## src/rtl/acs_pkg.sv

```systemverilog
// acs_pkg: constants and types of the converter channel sequencer
package acs_pkg;

  // ---------------------------------------------------------------
  // widths
  // ---------------------------------------------------------------
  localparam int ACS_DATA_W = 12;
  localparam int ACS_RES_W  = 12;
  localparam int ACS_CH_W   = 3;
  localparam int ACS_NUM_CH = 8;
  localparam int ACS_NPINS  = 4;

  // ---------------------------------------------------------------
  // control word field positions
  // ---------------------------------------------------------------
  localparam int ACS_BIT_CODING   = 0;
  localparam int ACS_BIT_RANGE    = 1;
  localparam int ACS_BIT_MASK_SEL = 2;
  localparam int ACS_BIT_SEQ_EN   = 3;
  localparam int ACS_FLD_INMODE   = 4;
  localparam int ACS_FLD_ADDR     = 6;
  localparam int ACS_FLD_PM       = 9;

  // ---------------------------------------------------------------
  // reset values and masks
  // ---------------------------------------------------------------
  localparam logic [ACS_NUM_CH-1:0] ACS_MASK_RESET   = 8'h00;
  localparam logic [ACS_NUM_CH-1:0] ACS_PAIR_MASK    = 8'h55;
  localparam logic [ACS_NUM_CH-1:0] ACS_PSEUDO2_MASK = 8'h7f;
  localparam logic [ACS_NUM_CH-1:0] ACS_ALL_MASK     = 8'hff;
  localparam logic [ACS_CH_W-1:0]   ACS_CH_RESET     = 3'h0;
  localparam logic [ACS_CH_W-1:0]   ACS_COMMON_CH    = 3'h7;
  localparam logic [ACS_DATA_W-1:0] ACS_DATA_RESET   = 12'h000;
  localparam logic [ACS_RES_W-1:0]  ACS_SAR_MSB      = 12'h800;
  localparam logic [ACS_RES_W-1:0]  ACS_RES_RESET    = 12'h000;
  // wr_n high, start high, converter clock low, comparator low
  localparam logic [ACS_NPINS-1:0]  ACS_PIN_IDLE     = 4'h3;

  // pin synchroniser lanes
  localparam int ACS_PIN_WR    = 0;
  localparam int ACS_PIN_START = 1;
  localparam int ACS_PIN_CLK   = 2;
  localparam int ACS_PIN_CMP   = 3;

  // ---------------------------------------------------------------
  // timing
  // ---------------------------------------------------------------
  localparam logic [3:0] ACS_CONV_PERIODS = 4'hd;
  localparam logic [3:0] ACS_CONV_LAST    = ACS_CONV_PERIODS - 4'h1;

  // ---------------------------------------------------------------
  // types
  // ---------------------------------------------------------------
  typedef enum logic [1:0] {
    ACS_IN_SINGLE  = 2'h0,
    ACS_IN_FULLDIF = 2'h1,
    ACS_IN_PSEUDO1 = 2'h2,
    ACS_IN_PSEUDO2 = 2'h3
  } acs_inmode_t;

  typedef enum logic [1:0] {
    ACS_PM_NORMAL   = 2'h0,
    ACS_PM_AUTOSHDN = 2'h1,
    ACS_PM_AUTOSTBY = 2'h2,
    ACS_PM_FULLSHDN = 2'h3
  } acs_pm_t;

  typedef enum logic [3:0] {
    ACS_ST_SINGLE  = 4'b0001,
    ACS_ST_AWAIT   = 4'b0010,
    ACS_ST_MASKRUN = 4'b0100,
    ACS_ST_CONSEC  = 4'b1000
  } acs_seq_t;

endpackage

```

## src/rtl/acs_sar_if.sv

```systemverilog
// acs_sar_if: link between sequencer control and approximation engine
`timescale 1ns/100ps
`default_nettype none
interface acs_sar_if;
  logic        start;
  logic        clk_fall;
  logic        comparator;
  logic        busy;
  logic        done;
  logic [11:0] code;
  logic [11:0] result;

  modport ctl (output start, output clk_fall, output comparator,
               input busy, input done, input code, input result);
  modport eng (input start, input clk_fall, input comparator,
               output busy, output done, output code, output result);
endinterface
`default_nettype wire

```

## src/rtl/acs_sar.sv

```systemverilog
// acs_sar: successive approximation engine paced by the converter clock
`timescale 1ns/100ps
`default_nettype none
module acs_sar
  import acs_pkg::*;
(
  input  wire logic core_clk,
  input  wire logic resetn,
  acs_sar_if.eng    sar
);

  logic [3:0]           count;
  logic [ACS_RES_W-1:0] code;
  logic [ACS_RES_W-1:0] result;
  logic                 busy;
  logic                 done;

  // ---------------------------------------------------------------
  // bit trial
  // ---------------------------------------------------------------
  wire [ACS_RES_W-1:0] trial_bit = ACS_SAR_MSB >> count;
  wire [ACS_RES_W-1:0] next_bit  = trial_bit >> 1;
  wire [ACS_RES_W-1:0] decided   = sar.comparator ? code
                                                  : (code & ~trial_bit);
  wire [ACS_RES_W-1:0] next_code = decided | next_bit;
  wire                 last      = (count == ACS_CONV_LAST);

  // a new start restarts at once; the host sees it as an abort
  always_ff @(posedge core_clk)
  begin
    if (!resetn)
    begin
      busy   <= 1'b0;
      done   <= 1'b0;
      count  <= 4'h0;
      code   <= ACS_RES_RESET;
      result <= ACS_RES_RESET;
    end
    else
    begin
      done <= 1'b0;
      if (sar.start)
      begin
        busy  <= 1'b1;
        count <= 4'h0;
        code  <= ACS_SAR_MSB;
      end
      else if (busy && sar.clk_fall)
      begin
        if (last)
        begin
          busy   <= 1'b0;
          done   <= 1'b1;
          result <= code;
        end
        else
        begin
          code  <= next_code;
          count <= count + 4'h1;
        end
      end
    end
  end

  assign sar.busy   = busy;
  assign sar.done   = done;
  assign sar.code   = code;
  assign sar.result = result;

endmodule
`default_nettype wire

```

## src/rtl/acs_top.sv

```systemverilog
// acs_top: channel sequencer and control of the 8-channel converter
//
// Contract
// sequencer off: convert channel of latest write
// mask-select write makes next write the mask
// programmed mask stepped on each start fall
// sequence-keep write changes only other bits
// both bits set: channels zero to address
// mask bit n enables channel n
// advance one selected channel per start
// four input configurations of the eight inputs
// span bit picks reference or double span
// coding bit picks binary or twos complement
// two-bit field selects power behaviour
// twelve-bit result, lsb is reference/4096
// hold inputs disconnected through whole conversion
// ascending order from lowest selected channel
// sequence runs until non keep write
// differential modes skip swapped pairs
// thirteen clock periods, fewer aborts
// after last channel wrap to first
`timescale 1ns/100ps
`default_nettype none
module acs_top
  import acs_pkg::*;
(
  input  wire logic                  core_clk,
  input  wire logic                  resetn,
  input  wire logic                  wr_n,
  input  wire logic [ACS_DATA_W-1:0] data_bus,
  input  wire logic                  conversion_start_n,
  input  wire logic                  converter_clock_input,
  input  wire logic                  comparator_in,
  output var  logic [ACS_CH_W-1:0]   vin_plus_sel,
  output var  logic [ACS_CH_W-1:0]   vin_minus_sel,
  output var  logic                  vin_minus_gnd,
  output var  logic                  span_double,
  output var  logic                  twos_complement,
  output var  logic [1:0]            power_mode,
  output var  logic                  power_down,
  output var  logic                  track_hold,
  output var  logic [ACS_RES_W-1:0]  dac_code,
  output var  logic [ACS_RES_W-1:0]  conv_result,
  output var  logic                  conv_done,
  output var  logic                  conv_aborted
);

  // ---------------------------------------------------------------
  // pin synchronisers
  // ---------------------------------------------------------------
  logic [ACS_NPINS-1:0]  s1;
  logic [ACS_NPINS-1:0]  s2;
  logic [ACS_NPINS-1:0]  s3;
  logic [ACS_NPINS-1:0]  lvl;
  logic [ACS_NPINS-1:0]  lvl_d;
  logic [ACS_NPINS-1:0]  next_lvl;
  logic [ACS_DATA_W-1:0] d1;
  logic [ACS_DATA_W-1:0] d2;
  logic [ACS_DATA_W-1:0] d3;

  wire [ACS_NPINS-1:0] pins = {comparator_in, converter_clock_input,
                               conversion_start_n, wr_n};

  always_ff @(posedge core_clk)
  begin
    if (!resetn)
    begin
      s1    <= ACS_PIN_IDLE;
      s2    <= ACS_PIN_IDLE;
      s3    <= ACS_PIN_IDLE;
      lvl   <= ACS_PIN_IDLE;
      lvl_d <= ACS_PIN_IDLE;
      d1    <= ACS_DATA_RESET;
      d2    <= ACS_DATA_RESET;
      d3    <= ACS_DATA_RESET;
    end
    else
    begin
      s1    <= pins;
      s2    <= s1;
      s3    <= s2;
      lvl   <= next_lvl;
      lvl_d <= lvl;
      d1    <= data_bus;
      d2    <= d1;
      d3    <= d2;
    end
  end

  // a level only counts once two later stages agree: filters glitches
  genvar p;
  generate
    for (p = 0; p < ACS_NPINS; p++)
    begin : g_pin
      assign next_lvl[p] = (s2[p] == s3[p]) ? s3[p] : lvl[p];
    end
  endgenerate

  wire wr_rise    = lvl[ACS_PIN_WR] & ~lvl_d[ACS_PIN_WR];
  wire start_fall = ~lvl[ACS_PIN_START] & lvl_d[ACS_PIN_START];
  wire clk_fall   = ~lvl[ACS_PIN_CLK] & lvl_d[ACS_PIN_CLK];

  // ---------------------------------------------------------------
  // control word decode
  // ---------------------------------------------------------------
  acs_seq_t              state;
  acs_seq_t              next_state;
  acs_inmode_t           inmode;
  logic [ACS_CH_W-1:0]   addr;
  logic [ACS_NUM_CH-1:0] run_mask;
  logic [ACS_CH_W-1:0]   cur_ch;
  logic                  fresh;
  logic                  sar_start;

  wire                 w_seq    = d3[ACS_BIT_SEQ_EN];
  wire                 w_mask_select_bit   = d3[ACS_BIT_MASK_SEL];
  wire [ACS_CH_W-1:0]  w_addr   = d3[ACS_FLD_ADDR +: ACS_CH_W];
  wire [1:0]           w_inmode = d3[ACS_FLD_INMODE +: 2];
  wire [1:0]           w_pm     = d3[ACS_FLD_PM +: 2];
  wire                 mask_wr  = wr_rise && (state == ACS_ST_AWAIT);
  wire                 ctrl_wr  = wr_rise && (state != ACS_ST_AWAIT);
  wire                 run      = (state == ACS_ST_MASKRUN) ||
                                  (state == ACS_ST_CONSEC);

  always_comb
  begin
    next_state = state;
    if (mask_wr)
      next_state = ACS_ST_MASKRUN;
    else if (ctrl_wr)
    begin
      case ({w_seq, w_mask_select_bit})
        2'b00:   next_state = ACS_ST_SINGLE;
        2'b01:   next_state = ACS_ST_AWAIT;
        2'b10:   next_state = state;
        2'b11:   next_state = ACS_ST_CONSEC;
        default: next_state = state;
      endcase
    end
  end

  // ---------------------------------------------------------------
  // channel selection
  // ---------------------------------------------------------------
  function automatic logic [ACS_CH_W-1:0] acs_lowest
    (input logic [ACS_NUM_CH-1:0] v);
    logic [ACS_CH_W-1:0] r;
    r = ACS_CH_RESET;
    for (int k = ACS_NUM_CH - 1; k >= 0; k--)
      if (v[k])
        r = ACS_CH_W'(k);
    return r;
  endfunction

  logic [ACS_NUM_CH-1:0] above;
  logic [ACS_NUM_CH-1:0] consec_mask;

  wire [ACS_NUM_CH-1:0] mode_mask =
    (inmode == ACS_IN_FULLDIF || inmode == ACS_IN_PSEUDO1) ? ACS_PAIR_MASK
    : (inmode == ACS_IN_PSEUDO2) ? ACS_PSEUDO2_MASK : ACS_ALL_MASK;
  wire [ACS_NUM_CH-1:0] elig = run_mask & mode_mask;

  genvar i;
  generate
    for (i = 0; i < ACS_NUM_CH; i++)
    begin : g_ch
      localparam logic [ACS_CH_W-1:0] IDX = ACS_CH_W'(i);
      assign above[i]       = elig[i] && (IDX > cur_ch);
      assign consec_mask[i] = (IDX <= w_addr);
    end
  endgenerate

  wire [ACS_CH_W-1:0] first_ch = acs_lowest(elig);
  wire [ACS_CH_W-1:0] above_ch = acs_lowest(above);
  // past the last selected channel the search falls back to the first
  wire [ACS_CH_W-1:0] seq_ch   = (fresh || ~|above) ? first_ch
                                                    : above_ch;
  wire [ACS_CH_W-1:0] pick_ch  = !run ? addr
                                 : (~|elig) ? cur_ch : seq_ch;
  wire                start_go = start_fall &&
                                 (power_mode != ACS_PM_FULLSHDN);

  // ---------------------------------------------------------------
  // input routing
  // ---------------------------------------------------------------
  wire [ACS_CH_W-1:0] pick_minus =
    (inmode == ACS_IN_PSEUDO2) ? ACS_COMMON_CH
    : (inmode == ACS_IN_SINGLE) ? ACS_CH_RESET
    : (pick_ch ^ 3'h1);
  wire                pick_gnd   = (inmode == ACS_IN_SINGLE);

  // ---------------------------------------------------------------
  // registers
  // ---------------------------------------------------------------
  always_ff @(posedge core_clk)
  begin
    if (!resetn)
    begin
      state           <= ACS_ST_SINGLE;
      inmode          <= ACS_IN_SINGLE;
      addr            <= ACS_CH_RESET;
      run_mask        <= ACS_MASK_RESET;
      cur_ch          <= ACS_CH_RESET;
      fresh           <= 1'b1;
      span_double     <= 1'b0;
      twos_complement <= 1'b0;
      power_mode      <= ACS_PM_NORMAL;
    end
    else
    begin
      state <= next_state;
      if (mask_wr)
      begin
        run_mask <= d3[ACS_NUM_CH-1:0];
        fresh    <= 1'b1;
      end
      else if (ctrl_wr)
      begin
        addr            <= w_addr;
        inmode          <= acs_inmode_t'(w_inmode);
        span_double     <= d3[ACS_BIT_RANGE];
        twos_complement <= d3[ACS_BIT_CODING];
        power_mode      <= w_pm;
        if (w_seq && w_mask_select_bit)
        begin
          run_mask <= consec_mask;
          fresh    <= 1'b1;
        end
      end
      else if (start_go)
      begin
        cur_ch <= pick_ch;
        fresh  <= fresh && !run;
      end
    end
  end

  // ---------------------------------------------------------------
  // conversion control
  // ---------------------------------------------------------------
  acs_sar_if sar_bus ();

  assign sar_bus.start      = sar_start;
  assign sar_bus.clk_fall   = clk_fall;
  assign sar_bus.comparator = lvl[ACS_PIN_CMP];

  acs_sar u_sar (
    .core_clk (core_clk),
    .resetn   (resetn),
    .sar      (sar_bus)
  );

  always_ff @(posedge core_clk)
  begin
    if (!resetn)
    begin
      sar_start     <= 1'b0;
      track_hold    <= 1'b0;
      vin_plus_sel  <= ACS_CH_RESET;
      vin_minus_sel <= ACS_CH_RESET;
      vin_minus_gnd <= 1'b1;
      conv_aborted  <= 1'b0;
      conv_done     <= 1'b0;
      conv_result   <= ACS_RES_RESET;
      dac_code      <= ACS_RES_RESET;
      power_down    <= 1'b0;
    end
    else
    begin
      sar_start    <= start_go;
      conv_aborted <= start_go && sar_bus.busy;
      conv_done    <= sar_bus.done;
      dac_code     <= sar_bus.code;
      if (start_go)
      begin
        track_hold    <= 1'b1;
        vin_plus_sel  <= pick_ch;
        vin_minus_sel <= pick_minus;
        vin_minus_gnd <= pick_gnd;
      end
      else if (sar_bus.done)
        track_hold <= 1'b0;
      if (sar_bus.done)
        conv_result <= twos_complement ? (sar_bus.result ^ ACS_SAR_MSB)
                                       : sar_bus.result;
      // auto modes power down only while no conversion is held
      power_down <= (power_mode == ACS_PM_FULLSHDN) ||
                    ((power_mode != ACS_PM_NORMAL) &&
                     !track_hold && !start_go);
    end
  end

endmodule
`default_nettype wire

```

## config.mk

```make
export PLATFORM = sky130hd
export DESIGN_NAME = acs_top
export DESIGN_NICKNAME = d
export VERILOG_FILES = /design/src/rtl/acs_pkg.sv /design/src/rtl/acs_sar_if.sv /design/src/rtl/acs_sar.sv /design/src/rtl/acs_top.sv
export SDC_FILE = /design/constraint.sdc
export NUM_CORES = 1
export LEC_CHECK = 0
export BUFFER_PORTS_ARGS = -buffer_cell sky130_fd_sc_hd__buf_2
export CAP_MARGIN = 20
export CORE_UTILIZATION = 50
export DETAILED_ROUTE_END_ITERATION = 8
export PLACE_DENSITY = 0.76
export SLEW_MARGIN = 15
export SYNTH_ARGS = -nofsm -noshare
export SYNTH_HDL_FRONTEND = slang
export SYNTH_HIERARCHICAL = 1
export SYNTH_SLANG_ARGS = --single-unit
```

## constraint.sdc

```tcl
create_clock -name core_clk -period 1.9 [get_ports core_clk]
set_clock_uncertainty 0.05 [all_clocks]
set_input_delay 0.38 -clock core_clk [delete_from_list [all_inputs] [get_ports core_clk]]
set_output_delay 0.38 -clock core_clk [all_outputs]
set_load 0.02 [all_outputs]
```

==> impl_results.md <==
* Switching Share at 20.5%
* TritonCTS buffer count at 17
* Area of the multi-input gates at 0.00256 mm²
* # diodes at 0
* Placed insts at 758
* Initial Util at 51.3%
* Area share of the largest cell type after synthesis at 51.8%
* Vias/cell at 5.28
* Count of yosys warnings during synthesis at 6
* Post-Layout Inst Area at 0.00679 mm²
* Vias in the first global route at 3927
* Clk slew on worst S/H paths at 60 ps
* Mapped Nets at 603
* H-tree levels at 4
* Ys flop type: dfxtp_1
* IO buf count at 55
* Final Max Slew Viols at 0
* Register area share after synthesis at 51.8%
* Share of cells above drive strength 1 at 20.0%
* Worst-skew pair later-pin latency at 520 ps
* Overall Power at 0.00634 W
* ANT nets after route at 0
* First-pass GRT wire length at 18400 µm
* Layout area overhead at 22.8%
* Pin count of the biggest net entering global routing at 47
* Die height at 107 µm
* Tcrit/Tclk final at 106%
* Gp weighted congestion at 0.830
* Drt first pass iters at 4
* Critical Path Source Type: flop
* Async set or reset register ratio after synthesis at 0%
* DPL Wire Length at 7600 µm
* Drt drc at 0
* Final WS setup at -111 ps
* Cell Rows at 38
* CTS Buffer Depth at 2
* Seq cells post-synth at 143
* RSZ-0062 raised after global routing: true
* Top area cells in the synthesized netlist: dfxtp_1 52%, and2_1 6.4%, nand2_1 5.4%
* Metal1 wirelength at 5390 µm
* Most common cell after layout, fill and taps aside: dfxtp_1
* 1st-iter DRT viols at 281
* EDFF count, synth at 0
* F_max at 0.497 GHz
* Int Pwr at 0.00504 W
* Failing checks: setup timing
* Non-Filler Instances at 804
* Clock Tree Root: clkbuf_8
* Min Tclk post-route at 2010 ps
* Peak supply drop at 0.621 mV
* Final hold violation count at 0
* Critical path arrival at 2420 ps
* Most frequent cells in the layout: 141 x dfxtp_1, 78 x nand2_1, 57 x and2_1
* Worst Path Max Fanout at 5
* Worst-Margin Slew at 724 ps
* Kind of end point of the critical path: flop
* Wirelength per Cell at 14.1 µm
* Slew margin rel. at 51.7%
* Cell Area, Synth at 0.00553 mm²
* Switch Pwr at 0.00130 W
* Synth Instances at 576
* Io pins at 57
* Max-Cap Viols at 0
* Critical path class: reg2reg
* Routed wl met3 at 419 µm
* Worst min-delay path class: in2reg
* Post-Route WL at 11400 µm
* Worst EP required at 2310 ps
* Placed inst area at 0.00603 mm²
* Sink Count at 143
* TritonCTS clock tree: done
* Comb pwr share at 2.2%
* Top Layer Used: met4
* Pre-CTS setup slack at -167 ps
* Sequential group share of total power at 48.2%
* Die X at 107 µm
* Register area at 0.00287 mm²
* Remaining Overflow, GRT at 0
* GRT Overall Usage at 20.6%
* Count of different cell masters after synthesis at 60
* Nets at 678
* Avg Cell Area, Syn at 9.60 µm²
* Fillcell total at 860
* Final core utilization at 62.9%
* Initial antenna violation count at 0
* Core Box Area at 0.0108 mm²
* Vias at 4248
* Cell taking the most area after synthesis: dfxtp_1
* Die Area at 0.0115 mm²
* Final setup fails at 9
* LEAKAGE at 2.66 nW
* Status: complete, but fails checks
* Clock share of power at 49.6%
* Met2 WL at 5290 µm
* PD cells at 934 mW/mm²
[sequential cells by signal (all words and copies together), names as in the netlist, 4 cells and up]
register and flops:
d2 11, state 4, s1 4, u_sar/count 4, u_sar/sar.result 12, s3 4, d1 11, u_sar/sar.code 12
run_mask 8, conv_result 12, dac_code 12, s2 4, d3 11, lvl 4
[routing by layer]
| metal | up-vias | GRT usage (%) |
|---|---|---|
| met4 | 0 | 8.90 |
| met1 | 1996 | 25.5 |
| met3 | 23 | 6.14 |
| met5 | - | 0 |
| met2 | 106 | 33.2 |
| li1 | 2123 | - |
[worst max-delay path, stage by stage (launching register included)]
cell,delay [ps]
dfxtp_2,330
inv_2,50
ha_4,250
nand2b_4,150
or4_4,430
a31oi_4,190
mux2i_1,250
o22ai_2,110
o21ai_1,130
[kinds of logic (layout without fill, tap and decap cells)]
group                    Yosys count  after routing  share of synthesized area (%)
AO/OA/AOI/OAI                    115            115                           14.5
XOR/XNOR                           2              2                          0.317
adder cells (fa/ha/maj)            9              9                           2.04
buffers and inverters             42            130                           3.53
flip-flops                       143            143                           51.8
multiplexers                      27             27                           4.89
AND/OR/NAND/NOR                  238            238                           23.0
[cell type report]
| type | count | share of cell area, % |
|---|---|---|
| clock buffer | 22 | 6.67 |
| multi-input combinational | 391 | 37.7 |
| clock inverter | 10 | 1.64 |
| inverter | 8 | 0.442 |
| timing repair buffer | 90 | 8.81 |
| sequential | 143 | 42.2 |
| tap | 140 | 2.58 |
[power groups by stage]
stage	combinational, W	sequential, W	clock (W)
floorplan	0.0000811	0.00312	0
global placement	0.000115	0.00312	0
detailed placement	0.000119	0.00313	0
CTS	0.000140	0.00306	0.00318
global route	0.000155	0.00306	0.00334
finish	0.000139	0.00306	0.00314
[synth_stat cells (all sizes together) (3+ instances only)]
library cell / number
ha: 9
a32o: 3
and2: 58
inv: 8
nand2b: 21
o211a: 4
nand3: 8
o31ai: 3
nor3: 6
dfxtp: 143
a31oi: 6
buf: 14
a21boi: 15
o311ai: 4
o21ai: 34
o211ai: 7
nand2: 80
o22ai: 5
a21oi: 17
clkbuf: 20
nor2b: 24
mux2i: 27
nor2: 18
and3: 5
or3: 3
[path summary, 6_finish.rpt]
kind / from / slack (ps) / cells past startpoint / to
setup / recovery: inmode[0]$_SDFFE_PN0P_ / -110 / 8 / vin_plus_sel[1]$_SDFFE_PN0P_
hold / removal: data_bus[4] / 20 / 2 / d1[4]$_SDFF_PN0_
setup reg to reg: inmode[0]$_SDFFE_PN0P_ / -110 / 8 / vin_plus_sel[1]$_SDFFE_PN0P_
hold reg to reg: s1[0]$_SDFF_PN1_ / 360 / 1 / s2[0]$_SDFF_PN1_
[stage by stage]
step | TNS [ps] | hold slack, ps
CTS | -666 | 0.787
detailed placement | -1160 | 341
floorplan | 0 | 336
global placement | -530 | 346
global route | -1320 | 3.69
finish | -673 | 19.9
[repair_timing]
action | 4_1_cts | 5_1_grt
hold endpoints to repair | 13 | 0
hold buffers | 13 | 0
buffers inserted | 0 | 1
resized for setup | 5 | 7
pin swaps | 9 | 0
setup endpoints to repair | 9 | 11
(Power assumes the default switching activity.)
